**src/design/dvfstc_pkg.sv**
```systemverilog
// constants and types for the operating-point transition controller
// Summary of operation
// software register write starts operating-point change
// faster target: raise voltage code, then relock
// slower target: relock first, then voltage code
// requests anytime; overlapping ones wait for completion
// voltage code moves in paced single steps
// core unavailable at most 10 us
// bus not ready driven while core unavailable
// no arbiter disable or cache flush needed
// overheating moves to programmable thermal point
// after fixed wait, cool die restores prior point
// thermal down and up transitions raise event
// data buffers enabled only by power input
// address buffers follow priority agent request
// termination off while pin driven low
// power status asserted during deep sleep
// six-bit push-pull supply voltage code
// code 0 is 1.708 V, minus 16 mV
// core clock multiplier set by operating point
// deep sleep requested only from sleep state
// one pending request, newest wins, busy visible
// thermal down transition beats pending software request
package dvfstc_pkg;
	localparam int          CLK_PERIOD_NS  = 25;        // bus clock, 40 MHz
	localparam int          STEP_TIME_NS   = 1000;      // least time per voltage code step
	localparam int          STEP_CYC       = (STEP_TIME_NS + CLK_PERIOD_NS - 1) / CLK_PERIOD_NS;
	localparam int          LOCK_TIME_NS   = 10000;     // longest core unavailability
	localparam int          LOCK_CYC       = LOCK_TIME_NS / CLK_PERIOD_NS;
	localparam int          THERM_WAIT_US  = 1000;      // hold time at thermal point
	localparam int          THERM_WAIT_CYC = THERM_WAIT_US * 1000 / CLK_PERIOD_NS;
	localparam int          VC_W           = 6;         // supply voltage code width
	localparam int          MULT_W         = 5;         // core clock multiplier width
	localparam int          VC_MV_MAX      = 1708;      // millivolts at code zero
	localparam int          VC_MV_STEP     = 16;        // millivolts per code increment
	localparam int          AW             = 12;        // apb address width
	localparam logic [11:0] OFS_TARGET     = 12'h000;   // software target point
	localparam logic [11:0] OFS_THERM      = 12'h004;   // thermal fallback point
	localparam logic [11:0] OFS_STATUS     = 12'h008;   // current point and flags
	localparam logic [11:0] OFS_VOLT       = 12'h00c;   // requested supply in mV
	localparam int          F_VC_LSB       = 0;         // code field position
	localparam int          F_MULT_LSB     = 8;         // multiplier field position
	localparam int          F_BUSY         = 16;        // transition in progress
	localparam int          F_PEND         = 17;        // request deferred
	localparam int          F_THACT        = 18;        // thermal point in force
	localparam int          F_NRDY_SEEN    = 19;        // bus not ready wire low
	localparam logic [5:0]  RST_VC         = 6'h20;     // code after reset
	localparam logic [4:0]  RST_MULT       = 5'h06;     // multiplier after reset
	localparam logic [5:0]  RST_TH_VC      = 6'h30;     // thermal code after reset
	localparam logic [4:0]  RST_TH_MULT    = 5'h04;     // thermal multiplier after reset
	typedef enum logic [1:0] {
		ST_IDLE  = 2'b00,   // no transition
		ST_VPRE  = 2'b01,   // stepping code before relock
		ST_LOCK  = 2'b11,   // relocking, core unavailable
		ST_VPOST = 2'b10    // stepping code after relock
	} dvfstc_state_e;
endpackage

```
**src/design/dvfstc_top.sv**
```systemverilog
// operating-point transition controller with apb registers and bus pin control
//
// The register addresses and the APB register port are this design's own decisions.
`timescale 1ns/100ps
module dvfstc_top #(
	parameter int THERM_WAIT = dvfstc_pkg::THERM_WAIT_CYC  // thermal hold in cycles
) (
	input  wire logic                           CLK_I,                        // bus clock
	input  wire logic                           RST_I,                        // sync reset
	input  wire logic                           PSEL_I,                       // apb select
	input  wire logic                           PENABLE_I,                    // apb enable
	input  wire logic                           PWRITE_I,                     // apb write
	input  wire logic [dvfstc_pkg::AW-1:0]      PADDR_I,                      // apb address
	input  wire logic [31:0]                    PWDATA_I,                     // apb wdata
	output logic      [31:0]                    PRDATA_O,                     // apb rdata
	output logic                                PREADY_O,                     // apb ready
	output logic                                PSLVERR_O,                    // apb error
	input  wire logic                           THERM_HOT_I,                  // sensor, async
	input  wire logic                           SLEEP_I,                      // in sleep
	input  wire logic                           DEEP_SLEEP_REQUEST_N_I,       // async, low
	input  wire logic                           DATA_BUFFER_POWER_N_I,        // bus, low
	input  wire logic                           PRIORITY_AGENT_REQUEST_N_I,   // bus, low
	input  wire logic                           BUS_NOT_READY_N_I,            // wire level
	output logic                                BUS_NOT_READY_N_O,            // pin data
	output logic                                BUS_NOT_READY_N_OE_O,         // pin drive
	output logic                                BUS_NOT_READY_ODT_EN_O,       // termination
	output logic      [dvfstc_pkg::VC_W-1:0]    SUPPLY_VOLTAGE_CODE_O,        // to regulator
	output logic      [dvfstc_pkg::MULT_W-1:0]  CORE_MULT_O,                  // to core pll
	output logic                                CORE_STALL_O,                 // core unavailable
	output logic                                DATA_BUF_EN_O,                // data buffers on
	output logic                                ADDR_BUF_EN_O,                // addr buffers on
	output logic                                POWER_STATUS_N_O,             // deep sleep, low
	output logic                                THERM_EVENT_O                 // thermal pulse
);
	import dvfstc_pkg::*;

	// async inputs: bit 1 thermal, bit 0 deep sleep request (low active)
	logic [1:0]          s1_r, s2_r, s3_r, flt_r;      // synchroniser chain and filtered level
	logic [1:0]          s1_nxt, s2_nxt, s3_nxt, flt_nxt;
	dvfstc_state_e       state_r, state_nxt;            // sequencer state
	logic [VC_W-1:0]     vc_r, vc_nxt;                  // driven supply code
	logic [MULT_W-1:0]   mult_r, mult_nxt;              // driven multiplier
	logic [VC_W-1:0]     tgt_vc_r, tgt_vc_nxt;          // code of transition in flight
	logic [MULT_W-1:0]   tgt_mult_r, tgt_mult_nxt;      // multiplier in flight
	logic                up_r, up_nxt;                  // transition raises frequency
	logic [15:0]         cnt_r, cnt_nxt;                // step and lock timer
	logic                pend_r, pend_nxt;              // deferred software request
	logic [VC_W-1:0]     pend_vc_r, pend_vc_nxt;        // deferred code
	logic [MULT_W-1:0]   pend_mult_r, pend_mult_nxt;    // deferred multiplier
	logic [VC_W-1:0]     th_vc_r, th_vc_nxt;            // thermal fallback code
	logic [MULT_W-1:0]   th_mult_r, th_mult_nxt;        // thermal fallback multiplier
	logic [VC_W-1:0]     ret_vc_r, ret_vc_nxt;          // point to restore after cooling
	logic [MULT_W-1:0]   ret_mult_r, ret_mult_nxt;
	logic                th_act_r, th_act_nxt;          // thermal point in force
	logic [23:0]         wait_r, wait_nxt;              // thermal hold timer
	logic                evt_r, evt_nxt;                // thermal event pulse
	logic                deep_r, deep_nxt;              // deep sleep flag
	logic                stall_r, stall_nxt;            // driving bus not ready low
	logic                dbuf_r, dbuf_nxt;              // data buffer enable
	logic                abuf_r, abuf_nxt;              // address buffer enable
	logic [31:0]         rd_r, rd_nxt;                  // read data register
	logic [31:0]         rd_mux;                        // decoded read value
	logic                hit;                           // address is mapped
	logic                wr_acc;                        // write access phase
	logic                start;                         // transition begins
	logic [VC_W-1:0]     go_vc;                         // point being started
	logic [MULT_W-1:0]   go_mult;
	logic [15:0]         volt_mv;                       // requested supply in mV
	logic                hot, dslp_n;                   // filtered async levels

	assign hot    = flt_r[1];
	assign dslp_n = flt_r[0];

	// the filter only moves when stages two and three agree, so a glitch
	// shorter than two cycles never reaches the sequencer
	always_comb begin
		s1_nxt  = {THERM_HOT_I, DEEP_SLEEP_REQUEST_N_I};
		s2_nxt  = s1_r;
		s3_nxt  = s2_r;
		flt_nxt = (~(s2_r ^ s3_r) & s3_r) | ((s2_r ^ s3_r) & flt_r);
	end

	// synchroniser registers; deep sleep request idles high
	always_ff @(posedge CLK_I) begin
		if (RST_I) begin
			s1_r  <= 2'h1;
			s2_r  <= 2'h1;
			s3_r  <= 2'h1;
			flt_r <= 2'h1;
		end else begin
			s1_r  <= s1_nxt;
			s2_r  <= s2_nxt;
			s3_r  <= s3_nxt;
			flt_r <= flt_nxt;
		end
	end

	// register decode; zero wait states, so pready is tied high
	assign wr_acc    = PSEL_I & PENABLE_I & PWRITE_I;
	assign hit       = (PADDR_I == OFS_TARGET) | (PADDR_I == OFS_THERM) |
	                   (PADDR_I == OFS_STATUS) | (PADDR_I == OFS_VOLT);
	assign PREADY_O  = 1'b1;
	assign PSLVERR_O = PSEL_I & PENABLE_I & ~hit;   // unmapped address only
	assign volt_mv   = 16'(VC_MV_MAX) - 16'(vc_r) * 16'(VC_MV_STEP);

	// read value, captured in the setup cycle so prdata comes from a flop
	always_comb begin
		rd_mux = 32'h0;
		case (PADDR_I)
			OFS_TARGET: begin
				rd_mux[F_VC_LSB +: VC_W]     = pend_vc_r;
				rd_mux[F_MULT_LSB +: MULT_W] = pend_mult_r;
			end
			OFS_THERM: begin
				rd_mux[F_VC_LSB +: VC_W]     = th_vc_r;
				rd_mux[F_MULT_LSB +: MULT_W] = th_mult_r;
			end
			OFS_STATUS: begin
				rd_mux[F_VC_LSB +: VC_W]     = vc_r;
				rd_mux[F_MULT_LSB +: MULT_W] = mult_r;
				rd_mux[F_BUSY]               = (state_r != ST_IDLE);
				rd_mux[F_PEND]               = pend_r;
				rd_mux[F_THACT]              = th_act_r;
				rd_mux[F_NRDY_SEEN]          = ~BUS_NOT_READY_N_I;
			end
			OFS_VOLT: rd_mux[15:0] = volt_mv;
			default:  rd_mux = 32'h0;   // unmapped reads as zero
		endcase
	end

	// sequencer, thermal handling, registers and pin controls
	always_comb begin
		state_nxt     = state_r;
		vc_nxt        = vc_r;
		mult_nxt      = mult_r;
		tgt_vc_nxt    = tgt_vc_r;
		tgt_mult_nxt  = tgt_mult_r;
		up_nxt        = up_r;
		cnt_nxt       = cnt_r;
		pend_nxt      = pend_r;
		pend_vc_nxt   = pend_vc_r;
		pend_mult_nxt = pend_mult_r;
		th_vc_nxt     = th_vc_r;
		th_mult_nxt   = th_mult_r;
		ret_vc_nxt    = ret_vc_r;
		ret_mult_nxt  = ret_mult_r;
		th_act_nxt    = th_act_r;
		wait_nxt      = wait_r;
		evt_nxt       = 1'b0;
		rd_nxt        = rd_r;
		start         = 1'b0;
		go_vc         = pend_vc_r;
		go_mult       = pend_mult_r;
		if (PSEL_I & ~PENABLE_I & ~PWRITE_I) begin
			rd_nxt = rd_mux;
		end
		// hold timer only runs while parked at the thermal point
		if (th_act_r & (state_r == ST_IDLE)) begin
			wait_nxt = (wait_r == 24'(THERM_WAIT - 1)) ? 24'h0 : wait_r + 24'h1;
		end
		case (state_r)
			ST_IDLE: begin
				if (hot & ~th_act_r) begin
					start        = 1'b1;
					go_vc        = th_vc_r;
					go_mult      = th_mult_r;
					ret_vc_nxt   = vc_r;
					ret_mult_nxt = mult_r;
					th_act_nxt   = 1'b1;
					wait_nxt     = 24'h0;
					evt_nxt      = 1'b1;
				end else if (th_act_r & ~hot & (wait_r == 24'(THERM_WAIT - 1))) begin
					start      = 1'b1;
					go_vc      = ret_vc_r;
					go_mult    = ret_mult_r;
					th_act_nxt = 1'b0;
					evt_nxt    = 1'b1;
				end else if (pend_r & ~th_act_r) begin
					start    = 1'b1;
					pend_nxt = 1'b0;
				end
				if (start) begin
					tgt_vc_nxt   = go_vc;
					tgt_mult_nxt = go_mult;
					up_nxt       = (go_mult > mult_r);
					cnt_nxt      = 16'h0;
					if (go_mult > mult_r) begin
						state_nxt = ST_VPRE;
					end else if (go_mult < mult_r) begin
						state_nxt = ST_LOCK;
						mult_nxt  = go_mult;
					end else begin
						state_nxt = ST_VPOST;
					end
				end
			end
			ST_VPRE, ST_VPOST: begin
				if (vc_r == tgt_vc_r) begin
					cnt_nxt = 16'h0;
					if (state_r == ST_VPRE) begin
						state_nxt = ST_LOCK;
						mult_nxt  = tgt_mult_r;
					end else begin
						state_nxt = ST_IDLE;
					end
				end else if (cnt_r == 16'(STEP_CYC - 1)) begin
					cnt_nxt = 16'h0;
					// one code at a time so the regulator ramps cleanly
					vc_nxt  = (vc_r > tgt_vc_r) ? vc_r - 6'h1 : vc_r + 6'h1;
				end else begin
					cnt_nxt = cnt_r + 16'h1;
				end
			end
			ST_LOCK: begin
				if (cnt_r == 16'(LOCK_CYC - 1)) begin
					cnt_nxt   = 16'h0;
					state_nxt = up_r ? ST_IDLE : ST_VPOST;
				end else begin
					cnt_nxt = cnt_r + 16'h1;
				end
			end
			default: state_nxt = ST_IDLE;
		endcase
		// writes come last so a new request outlives a same-cycle dispatch
		if (wr_acc & (PADDR_I == OFS_TARGET)) begin
			pend_nxt      = 1'b1;
			pend_vc_nxt   = PWDATA_I[F_VC_LSB +: VC_W];
			pend_mult_nxt = PWDATA_I[F_MULT_LSB +: MULT_W];
		end
		if (wr_acc & (PADDR_I == OFS_THERM)) begin
			th_vc_nxt   = PWDATA_I[F_VC_LSB +: VC_W];
			th_mult_nxt = PWDATA_I[F_MULT_LSB +: MULT_W];
		end
		// deep sleep is only honoured from sleep; release follows the request pin
		deep_nxt  = ~dslp_n & (SLEEP_I | deep_r);
		stall_nxt = (state_nxt == ST_LOCK);
		dbuf_nxt  = ~DATA_BUFFER_POWER_N_I;
		abuf_nxt  = ~PRIORITY_AGENT_REQUEST_N_I;
	end

	// state registers
	always_ff @(posedge CLK_I) begin
		if (RST_I) begin
			state_r     <= ST_IDLE;
			vc_r        <= RST_VC;
			mult_r      <= RST_MULT;
			tgt_vc_r    <= RST_VC;
			tgt_mult_r  <= RST_MULT;
			up_r        <= 1'b0;
			cnt_r       <= 16'h0;
			pend_r      <= 1'b0;
			pend_vc_r   <= RST_VC;
			pend_mult_r <= RST_MULT;
			th_vc_r     <= RST_TH_VC;
			th_mult_r   <= RST_TH_MULT;
			ret_vc_r    <= RST_VC;
			ret_mult_r  <= RST_MULT;
			th_act_r    <= 1'b0;
			wait_r      <= 24'h0;
			evt_r       <= 1'b0;
			deep_r      <= 1'b0;
			stall_r     <= 1'b0;
			dbuf_r      <= 1'b0;
			abuf_r      <= 1'b0;
			rd_r        <= 32'h0;
		end else begin
			state_r     <= state_nxt;
			vc_r        <= vc_nxt;
			mult_r      <= mult_nxt;
			tgt_vc_r    <= tgt_vc_nxt;
			tgt_mult_r  <= tgt_mult_nxt;
			up_r        <= up_nxt;
			cnt_r       <= cnt_nxt;
			pend_r      <= pend_nxt;
			pend_vc_r   <= pend_vc_nxt;
			pend_mult_r <= pend_mult_nxt;
			th_vc_r     <= th_vc_nxt;
			th_mult_r   <= th_mult_nxt;
			ret_vc_r    <= ret_vc_nxt;
			ret_mult_r  <= ret_mult_nxt;
			th_act_r    <= th_act_nxt;
			wait_r      <= wait_nxt;
			evt_r       <= evt_nxt;
			deep_r      <= deep_nxt;
			stall_r     <= stall_nxt;
			dbuf_r      <= dbuf_nxt;
			abuf_r      <= abuf_nxt;
			rd_r        <= rd_nxt;
		end
	end

	// outputs; the pin is open drain, so only the enable ever moves
	assign PRDATA_O               = rd_r;
	assign SUPPLY_VOLTAGE_CODE_O  = vc_r;
	assign CORE_MULT_O            = mult_r;
	assign CORE_STALL_O           = stall_r;
	assign BUS_NOT_READY_N_O      = 1'b0;
	assign BUS_NOT_READY_N_OE_O   = stall_r;
	assign BUS_NOT_READY_ODT_EN_O = ~stall_r;
	assign DATA_BUF_EN_O          = dbuf_r;
	assign ADDR_BUF_EN_O          = abuf_r;
	assign POWER_STATUS_N_O       = ~deep_r;
	assign THERM_EVENT_O          = evt_r;
	// helper: length of the current unavailable stretch
	logic [15:0] run_r;
	always_ff @(posedge CLK_I) begin
		run_r <= (RST_I | ~stall_r) ? 16'h0 : run_r + 16'h1;
	end
endmodule

```
**config.mk**
```make
export PLATFORM = sky130hd
export DESIGN_NAME = dvfstc_top
export DESIGN_NICKNAME = d
export VERILOG_FILES = /design/src/design/dvfstc_pkg.sv /design/src/design/dvfstc_top.sv
export SDC_FILE = /design/constraint.sdc
export NUM_CORES = 1
export LEC_CHECK = 0
export ABC_AREA = 1
export BUFFER_PORTS_ARGS = -buffer_cell sky130_fd_sc_hd__buf_2
export CELL_PAD_IN_SITES_DETAIL_PLACEMENT = 1
export CELL_PAD_IN_SITES_GLOBAL_PLACEMENT = 1
export CORE_MARGIN = 5
export CORE_UTILIZATION = 41
export DETAILED_ROUTE_END_ITERATION = 16
export PLACE_DENSITY_LB_ADDON = 0.3
export SLEW_MARGIN = 20
export SYNTH_ARGS = -nofsm -noshare
export SYNTH_HDL_FRONTEND = slang
export SYNTH_SLANG_ARGS = --single-unit
```
**constraint.sdc**
```tcl
create_clock -name CLK_I -period 3 [get_ports CLK_I]
set_input_delay 0.15 -clock CLK_I [delete_from_list [all_inputs] [get_ports CLK_I]]
set_output_delay 0.15 -clock CLK_I [all_outputs]
set_load 0.05 [all_outputs]
```
Word-level counts from Yosys, hierarchy flattened
Cells that the tools add are included.
{"block": "totals", "regBits": 133, "in_bits": 55, "output_inout_bits": 53}
{"block": "op_classes", "n_reduce_logical": 15, "bitwise_logic": 35, "n_mux": 47, "addsub": 5, "n_eq_ne": 18, "magnitude_cmp": 3}
{"op": "$mux W24", "n": 4}
{"op": "$mux W16", "n": 4}
{"op": "$pmux W16 S3", "n": 1}
{"op": "$mux W5", "n": 8}
{"op": "$add A24 B1 Y24 const B", "n": 1}
{"op": "$eq A12 B4 Y1 const B", "n": 2}
{"op": "$eq A24 B16 Y1 const B", "n": 1}
{"op": "$pmux W6 S4", "n": 1}
{"op": "$pmux W5 S4", "n": 1}
{"op": "$mux W6", "n": 3}
{"op": "$add A16 B1 Y16 const B", "n": 1}
{"op": "$eq A16 B6 Y1 const B", "n": 1}
{"op": "$eq A16 B9 Y1 const B", "n": 1}
{"op": "$mux W1", "n": 14}
{"op": "$mux W2", "n": 7}
{"op": "$and A1 B1 Y1", "n": 13}
{"op": "$not A1 Y1", "n": 13}
{"op": "$eq A12 B3 Y1 const B", "n": 1}
{"op": "$logic_not A12 Y1", "n": 1}
{"op": "$sub A11 B10 Y12 const A", "n": 1}
{"op": "$pmux W5 S2", "n": 1}
{"op": "$reduce_bool A2 Y1", "n": 5}
{"op": "$ne A2 B1 Y1 const B", "n": 4}
{"op": "$add A6 B1 Y6 const B", "n": 1}
{"op": "22 further kinds", "n": 33}

Depth between registers and ports, before layout
Gate-level depths: netlist of run 1.
{"block": "logic_depth", "depth_word": 12, "depth_mapped": 23, "mapped_depth_nobuf": 22}

Worst setup path before layout of run 1
OpenSTA, ideal clock, no wires.
{"block": "synth_path", "kind": "register -> register", "startpoint": "reg vc_r[0], in the netlist SUPPLY_VOLTAGE_CODE_O[0]", "endpoint": "reg vc_r[5], in the netlist SUPPLY_VOLTAGE_CODE_O[5]", "arrival_time_ns": 2.820, "t_required_ns": 2.885, "path_stages_with_launch": 20, "period_less_slack_ns": 2.935, "slack_ns": 0.065, "setup_ns": 0.115, "path_buffers": 0, "path_cell_list": "dfxtp_1 > inv_1 > ha_1 > inv_1 > nor3_1 > nand2_1 > nand2_1 > inv_1 > ha_1 > nand3_1 > nand2_1 > nand2_1 > nand2_1 > nand2_1 > nand2_1 > nand2_1 > nand3_1 > nor2_1 > nor2_1 > nand2_1"}
{"block": "synth_between", "elab_chain_len": 3, "elab_cells_between_ends": 7, "classes_between": "add/sub (2); order compare (1); eq/ne (1); mux (1); bitwise (1); reduce/logical (1)"}
{"item": "from (decl)", "line": "dvfstc_top.sv:41", "rtl": "logic [VC_W-1:0] vc_r, vc_nxt;"}
{"item": "from (signal assigned)", "line": "dvfstc_top.sv:268", "rtl": "vc_r <= vc_nxt;"}
{"item": "branches (longest 3 deep; another with $add A6 B1 Y6)"}
Parallel ways; which one is timed is not known.
A chain may end at the register's enable or synchronous reset.

Worst setup path in the final report of run 1
{"block": "layout_path", "startpoint": "reg wait_r[12]", "endpoint": "reg mult_r[3], in the netlist CORE_MULT_O[3]"}
{"block": "layout_between", "elab_chain_len": 9, "elab_cells_between_ends": 18, "classes_between": "order compare (2); eq/ne (4); mux (10); bitwise (1); reduce/logical (1)"}
{"item": "from (decl)", "line": "dvfstc_top.sv:55", "rtl": "logic [23:0] wait_r, wait_nxt;"}
{"item": "from (signal assigned)", "line": "dvfstc_top.sv:282", "rtl": "wait_r <= wait_nxt;"}
{"item": "$eq A24 B16 Y1 *", "line": "dvfstc_top.sv:172", "rtl": "end else if (th_act_r & ~hot & (wait_r == 24'(THERM_WAIT - 1))) begin"}
{"item": "$and A1 B1 Y1 *", "line": "dvfstc_top.sv:172"}
{"item": "branches (longest 7 deep; another with $lt A5 B5 Y1)"}
{"item": "to (signal assigned)", "line": "dvfstc_top.sv:269", "rtl": "mult_r <= mult_nxt;"}
{"item": "to (decl)", "line": "dvfstc_top.sv:42", "rtl": "logic [MULT_W-1:0] mult_r, mult_nxt;"}
Mark *: on every way between the ends. The select of a mux whose other input is x is not followed.

==> results of run 1 <==
cells by family after synthesis:
logic type	Yosys count	synth area share, %
AOI/OAI and AO/OA	192	14.2
xor gates and xnor gates	15	1.81
adders and majority gates	24	4.23
buffers and inverters	172	10.6
DFF	130	35.8
other	2	0.103
and+or+nand+nor	529	33.2
timing repair:
action	4_1_cts	5_1_grt
hold buffers	16	0
hold endpoints to repair	18	0
setup endpoints to repair	0	9
resized for setup	0	18
setup buffers	0	3
power breakdown:
group / internal, mW / total (mW) / switching, mW / leakage, nW
clock: 1.26 / 2.13 / 0.868 / 0.274
sequential: 1.79 / 1.85 / 0.0577 / 1.05
combinational: 0.380 / 1.45 / 1.07 / 2.40
total: 3.43 / 5.42 / 1.99 / 3.73
Yosys cell counts (4+ instances only):
| cell type | instances |
|---|---|
| a21oi_1 | 93 |
| buf_2 | 7 |
| buf_4 | 21 |
| clkbuf_1 | 18 |
| dfxtp_1 | 130 |
| ha_1 | 23 |
| inv_1 | 108 |
| inv_2 | 7 |
| nand2_1 | 228 |
| nand3_1 | 96 |
| nand4_1 | 22 |
| nor2_1 | 129 |
| nor2_4 | 6 |
| nor3_1 | 16 |
| nor3b_1 | 4 |
| o211ai_1 | 5 |
| o21a_1 | 4 |
| o21ai_0 | 61 |
| o21ai_1 | 9 |
| o221ai_1 | 4 |
| o22ai_1 | 5 |
| or2_2 | 4 |
| xor2_1 | 12 |
final cells by class:
class	instances	area share [%]
Sequential cell	130	30.1
Clock buffer	19	5.12
Multi-Input combinational cell	778	46.4
Timing Repair Buffer	112	8.18
Inverter	119	5.19
Tap cell	225	3.25
Clock inverter	13	1.73
state kept, by name, summed over array words and instances, names as in the netlist, 2 cells and up, named ones only:
| name | flops |
|---|---|
| wait_r | 24 |
| s3_r | 2 |
| CORE_MULT_O | 5 |
| pend_vc_r | 6 |
| s2_r | 2 |
| th_vc_r | 6 |
| pend_mult_r | 5 |
| state_r | 2 |
| th_mult_r | 5 |
| ret_vc_r | 6 |
| cnt_r | 16 |
| s1_r | 2 |
| tgt_mult_r | 5 |
| tgt_vc_r | 6 |
| ret_mult_r | 5 |
| SUPPLY_VOLTAGE_CODE_O | 6 |
| PRDATA_O | 17 |
metrics by stage:
| step | std cells | TNS (ns) |
|---|---|---|
| after global routing | 1396 | -0.0103 |
| after global placement | 1344 | 0 |
| after floorplan | 1079 | 0 |
| after CTS | 1392 | 0 |
| after detailed placement | 1344 | 0 |
| final | 1396 | 0 |
worst max-delay path: cells and delay by family (launching register included):
kind | cells | cell delay, ns
buffers and inverters | 4 | 0.17
and+or+nand+nor | 16 | 1.69
AOI/OAI and AO/OA | 1 | 0.13
adders and majority gates | 1 | 0.28
DFF | 1 | 0.40
worst max-delay path by stage:
stage                                        start  slack [ns]                        to
final                                   wait_r[12]        0.20            CORE_MULT_O[3]
after CTS                                wait_r[0]        0.02            CORE_MULT_O[3]
after floorplan           SUPPLY_VOLTAGE_CODE_O[0]        0.07  SUPPLY_VOLTAGE_CODE_O[5]
after detailed placement                 wait_r[1]        0.08            CORE_MULT_O[3]
after global routing                    wait_r[12]      -0.008            CORE_MULT_O[3]
after global placement                   wait_r[0]        0.19            CORE_MULT_O[3]
routing by layer:
metal	wire length (um)	up-vias
li1	-	3649
met3	958	25
met2	11000	126
met5	0	-
met4	292	0
met1	10800	3527
==> impl_metrics.py, run 1 <==
metrics = {
    "outcome": {
        "status": "finished clean",
    },
    "finish": {
        "nets": 1237,
        "fin_util_pct": 49.9,
        "multi_input_area_um2": 4020,
        "final_common_cell": "nand2_1",
        "area_growth_pct": 19.1,
        "antennaDiodeCount": 0,
        "final_area_um2": 8650,
        "final_cell_mix": "nand2_1 (228), dfxtp_1 (128), nor2_1 (121)",
        "nFillCells": 2274,
        "regArea_um2": 2610,
        "layout-drive-gt1-share_pct": 15.2,
    },
    "route": {
        "drc_errors": 0,
        "drt-total-wl_um": 23000,
        "via_per_inst": 5.25,
        "wl_per_cell_um": 16.5,
        "postRouteAntennaNets": 0,
        "drtPass1Iterations": 5,
        "num_vias": 7327,
        "first_iter_violations": 404,
    },
    "synth": {
        "syn_inst": 1064,
        "synth_top_cell_by_area": "dfxtp_1",
        "syn-cell-area_um2": 7270,
        "ys_types": 50,
        "avgSynthCellArea_um2": 6.83,
        "async_reset_ff_share_pct": 0,
        "synth_area_leaders": "dfxtp_1 (36%), nand2_1 (12%), nor2_1 (6.7%)",
        "synth-edff-count": 0,
        "ys_ff_latch": 130,
        "synth_top_area_share_pct": 35.8,
        "ys.warnings.count": 0,
        "ys_seq_area_share_pct": 35.8,
        "synth_flop_cell": "dfxtp_1",
    },
    "worst_hold_path": {
        "hold_path.startpoint": "PWDATA_I[11]",
        "holdPathStages": 3,
        "hp-class": "in -> reg",
        "hold_end": "pend_mult_r[3]",
    },
    "power": {
        "p_per_area_nw_per_um2": 626,
        "irDropWorstVdd_mv": 0.511,
        "power.leakage_nw": 3.73,
        "p_total_mw": 5.42,
    },
    "placed_design": {
        "postPlaceCellArea_um2": 7810,
        "dp_slack_ns": 0.0820,
        "dpl.hpwl_um": 16800,
        "gp_congestion": 0.895,
        "portBuffers": 69,
    },
    "cts": {
        "clk_pin_slew_ns": 0.06,
        "htree_num_levels": 4,
        "clock_path_buffers": 2,
        "clkSinkCount": 130,
        "cts_made_buffers": 17,
        "cts_tree": "yes",
        "clkLatencyLatePin_ns": 0.43,
        "root_buffer": "clkbuf_16",
    },
    "setup_path": {
        "slowest_stage": "dfxtp_1",
        "worstSetupPathType": "reg -> reg",
        "slowest_delay_ns": 0.40,
        "r2r_start": "wait_r[12]",
        "cp.required_ns": 3.33,
        "crit_top_cell": "nand2_1",
        "start_kind": "flop",
        "critPathCaptureType": "flop",
        "arrival_ns": 3.13,
        "path_max_fanout": 6,
        "rrSetupSlack_ns": 0.20,
        "reg2regPathDepth": 22,
        "critical_path.reg2reg.endpoint": "CORE_MULT_O[3]",
        "path_cells": "nand2_1, inv_1, nand2_1, nor2_1, nand4_4, nand2_1, nand3_1, nand2_1, inv_1, ha_1, nand2_1, inv_1, o21ai_0, nand2_1, nor2_2, nor2_1, nor2_2, nand2_4, nor2_2, nand2_1, nand2_1, inv_1",
    },
    "sta": {
        "timing.hold.ws_ns": 0.0352,
        "finalCriticalPeriod_ns": 2.80,
        "setup_viol": 0,
        "finalCritPeriodShare_pct": 93.3,
        "slew_headroom_pct": 42.1,
        "hold_violations": 0,
        "drv_slew": 0,
        "fin_skew_ns": 0.00950,
        "worst_pin_slew_ns": 0.861,
        "fin_ws_ns": 0.201,
        "fmax_ghz": 0.357,
    },
    "global_routing": {
        "grt_pass1_wl_um": 36900,
        "grtUsageTotal_pct": 22.6,
        "grtUsageMet1_pct": 29.8,
        "grt.met2_usage_pct": 38.3,
        "busiest_layer": "met2",
        "grt_max_degree": 46,
        "grt_overflow_total": 0,
        "grt_pass1_vias": 7282,
        "grtUsageMet3_pct": 4.29,
        "antenna_found_initial": 0,
    },
    "floorplanning": {
        "core_um2": 17400,
        "die_height_um": 143,
        "die_w_um": 143,
        "rows": 48,
        "die_area_um2": 20500,
        "ios": 108,
        "initial_utilization_pct": 41.9,
    },
    "flow_run": {
        "drv_cap": 0,
    },
}
Note: power is estimated with default switching activity, not from simulation.
==> inputs of run 2 (changes only) <==
--- a/config.mk
+++ b/config.mk
@@ -5,12 +5,11 @@
 export SDC_FILE = /design/constraint.sdc
 export NUM_CORES = 1
 export LEC_CHECK = 0
-export ABC_AREA = 1
 export BUFFER_PORTS_ARGS = -buffer_cell sky130_fd_sc_hd__buf_2
 export CELL_PAD_IN_SITES_DETAIL_PLACEMENT = 1
 export CELL_PAD_IN_SITES_GLOBAL_PLACEMENT = 1
 export CORE_MARGIN = 5
-export CORE_UTILIZATION = 41
+export CORE_UTILIZATION = 43
 export DETAILED_ROUTE_END_ITERATION = 16
 export PLACE_DENSITY_LB_ADDON = 0.3
 export SLEW_MARGIN = 20
==> run 2 against run 1 <==
Against the previous run:
- the run now ends with negative setup slack left
- core utilization increased by 5.5 points
- clock skew about the same
- final cell count decreased by 12%
- die area decreased by 6.5%
- synthesized cell count decreased by 18%
- hold slack got worse by 0.016 ns
- register-to-register slack got worse by 0.62 ns
- largest cell class unchanged
- largest power group unchanged
==> impl_metrics.py, run 2 <==
metrics = {
    "outcome": {
        "status": "finished with violations",
        "violations": "negative setup slack",
    },
    "cts": {
        "root_buffer": "clkbuf_16",
        "cts_tree": "yes",
        "htree_num_levels": 4,
        "clkLatencyLatePin_ns": 0.43,
        "clock_path_buffers": 2,
        "clk_pin_slew_ns": 0.06,
        "clkSinkCount": 130,
        "cts_made_buffers": 17,
    },
    "synth": {
        "ys_types": 79,
        "ys_seq_area_share_pct": 36.7,
        "synth_common_cells": "dfxtp_1 (130), nand2_1 (110), nor2_1 (69), a21oi_1 (66), inv_1 (43)",
        "synth_top_cell_by_area": "dfxtp_1",
        "ys_ff_latch": 130,
        "syn-cell-area_um2": 7090,
        "ys.warnings.count": 0,
        "async_reset_ff_share_pct": 0,
        "synth-edff-count": 0,
        "synth_top_area_share_pct": 36.7,
        "synth_area_leaders": "dfxtp_1 (37%), nand2_1 (5.8%), a21oi_1 (4.7%)",
        "synth_flop_cell": "dfxtp_1",
        "syn_inst": 868,
        "synth.most_common_cell": "dfxtp_1",
        "avgSynthCellArea_um2": 8.17,
    },
    "finish": {
        "final_common_cell": "dfxtp_1",
        "nets": 1079,
        "layout-drive-gt1-share_pct": 25.4,
        "largest_reg_flops": 24,
        "antennaDiodeCount": 0,
        "regMostFlops": "wait_r",
        "area_growth_pct": 28.0,
        "final_cell_mix": "dfxtp_1 (127), nand2_1 (110), buf_4 (80)",
        "final_area_um2": 9080,
    },
    "sta": {
        "setup_viol": 9,
        "rsz0062_at_grt": "yes",
        "fin_skew_ns": 0.00993,
        "drv_slew": 0,
        "timing.hold.ws_ns": 0.0189,
        "fin_ws_ns": -0.419,
        "fmax_ghz": 0.292,
        "finalCritPeriodShare_pct": 114,
        "worst_pin_slew_ns": 1.07,
        "hold_violations": 0,
        "finalCriticalPeriod_ns": 3.42,
        "slew_headroom_pct": 28.7,
    },
    "route": {
        "via_per_inst": 5.70,
        "postRouteAntennaNets": 0,
        "wl_per_cell_um": 19.5,
        "drt-total-wl_um": 24100,
        "drc_errors": 0,
        "first_iter_violations": 381,
        "drtPass1Iterations": 5,
        "num_vias": 7028,
    },
    "setup_path": {
        "arrival_ns": 3.68,
        "critPathCaptureType": "flop",
        "cp.required_ns": 3.26,
        "start_kind": "flop",
        "path_max_fanout": 3,
        "worstSetupPathType": "reg -> reg",
    },
    "global_routing": {
        "grtUsageTotal_pct": 24.2,
        "grt_max_degree": 95,
        "grt_overflow_total": 0,
        "grt_pass1_wl_um": 38000,
        "antenna_found_initial": 0,
        "grt_pass1_vias": 7261,
    },
    "power": {
        "p_total_mw": 5.51,
        "irDropWorstVdd_mv": 0.475,
        "power.leakage_nw": 3.45,
        "p_per_area_nw_per_um2": 607,
    },
    "floorplanning": {
        "die_area_um2": 19200,
        "die_w_um": 138,
        "rows": 47,
        "die_height_um": 138,
        "core_um2": 16400,
        "initial_utilization_pct": 43.2,
        "ios": 108,
    },
    "placed_design": {
        "dp_slack_ns": -0.499,
        "gp_congestion": 0.838,
        "postPlaceCellArea_um2": 8020,
        "portBuffers": 69,
        "dpl.hpwl_um": 16200,
    },
    "flow_run": {
        "drv_cap": 0,
    },
    "worst_hold_path": {
        "hp-class": "in -> reg",
    },
}
run 2: cell count changes in the layout (fill, tap and decap cells not counted), sizes merged, moves of 15 or more:
cell   previous run  this run
nor4              2        17
nor2            137        69
nand2           234       112
mux2i             0        16
a21oi            93        66
inv             121        47
nand3            99        42
o21ai            70        25
xnor2             3        25
buf              96       150
run 2: timing repair:
item / CTS / global route
setup buffers: 2 / 7
pin swaps: 11 / 18
endpoints found under the setup margin: 9 / 10
resized for setup: 22 / 30
hold buffers: 15 / 0
endpoints found under the hold margin: 25 / 0
run 2: path summary, 6_finish.rpt:
kind,start,end,slack (ns),depth (start not counted)
max,wait_r[7],CORE_MULT_O[4],-0.42,12
min,SLEEP_I,deep_r,0.02,3
max reg2reg,wait_r[7],CORE_MULT_O[4],-0.42,12
min reg2reg,s1_r[0],s2_r[0],0.43,1
run 2: through the flow:
step	std cells	TNS, ns	util, %
after floorplan	883	-2.67	-
after global placement	1178	-2.66	48.9
after detailed placement	1178	-3.16	48.9
after CTS	1227	-2.47	54.0
after global routing	1233	-3.32	55.3
final	1233	-2.52	55.3
run 2: cell type report:
type                    count  area [um2]
clock buffers              17         425
clock inverters            15         156
fillers                  1968        7330
inverters                  45         169
multi-input cells         641        4330
flip-flops and latches    130        2610
well taps                 220         275
repair buffers            165        1110
run 2: report_power, final:
part / total [mW] / switching (mW) / internal [mW]
logic: 1.61 / 1.02 / 0.590
clock network: 2.09 / 0.862 / 1.23
registers: 1.81 / 0.0484 / 1.76
total: 5.51 / 1.93 / 3.58
run 2: cells by family (layout without fill, tap and decap cells):
logic type               count (synthesis)  after routing  share of synthesized area, %
multiplexers                            26             26                          4.48
buffers and inverters                  112            242                          7.04
adder cells (fa/ha/maj)                 24             24                          4.34
AND/OR/NAND/NOR                        349            349                          24.9
AO/OA/AOI/OAI                          196            196                          18.8
other                                    2             17                         0.106
XOR/XNOR                                29             29                          3.58
flip-flops                             130            130                          36.7
run 2: critical path, cell delays in order (launching register included):
cell and delay (ns):
dfxtp_2 0.33, or4b_4 0.51, or2_4 0.25, or4_4 0.43, a31o_4 0.28, ha_4 0.21
and3_4 0.18, o21a_1 0.13, buf_4 0.14, or2_4 0.26, buf_6 0.12, o31ai_1 0.26
a311oi_2 0.14
run 2: layer usage:
| metal | vias up | global-route usage (%) | wire length, um |
|---|---|---|---|
| li1 | 3351 | - | - |
| met3 | 37 | 3.59 | 802 |
| met1 | 3502 | 30.4 | 10500 |
| met2 | 138 | 42.2 | 12300 |
| met4 | 0 | 8.63 | 436 |
| met5 | - | 0 | 0 |
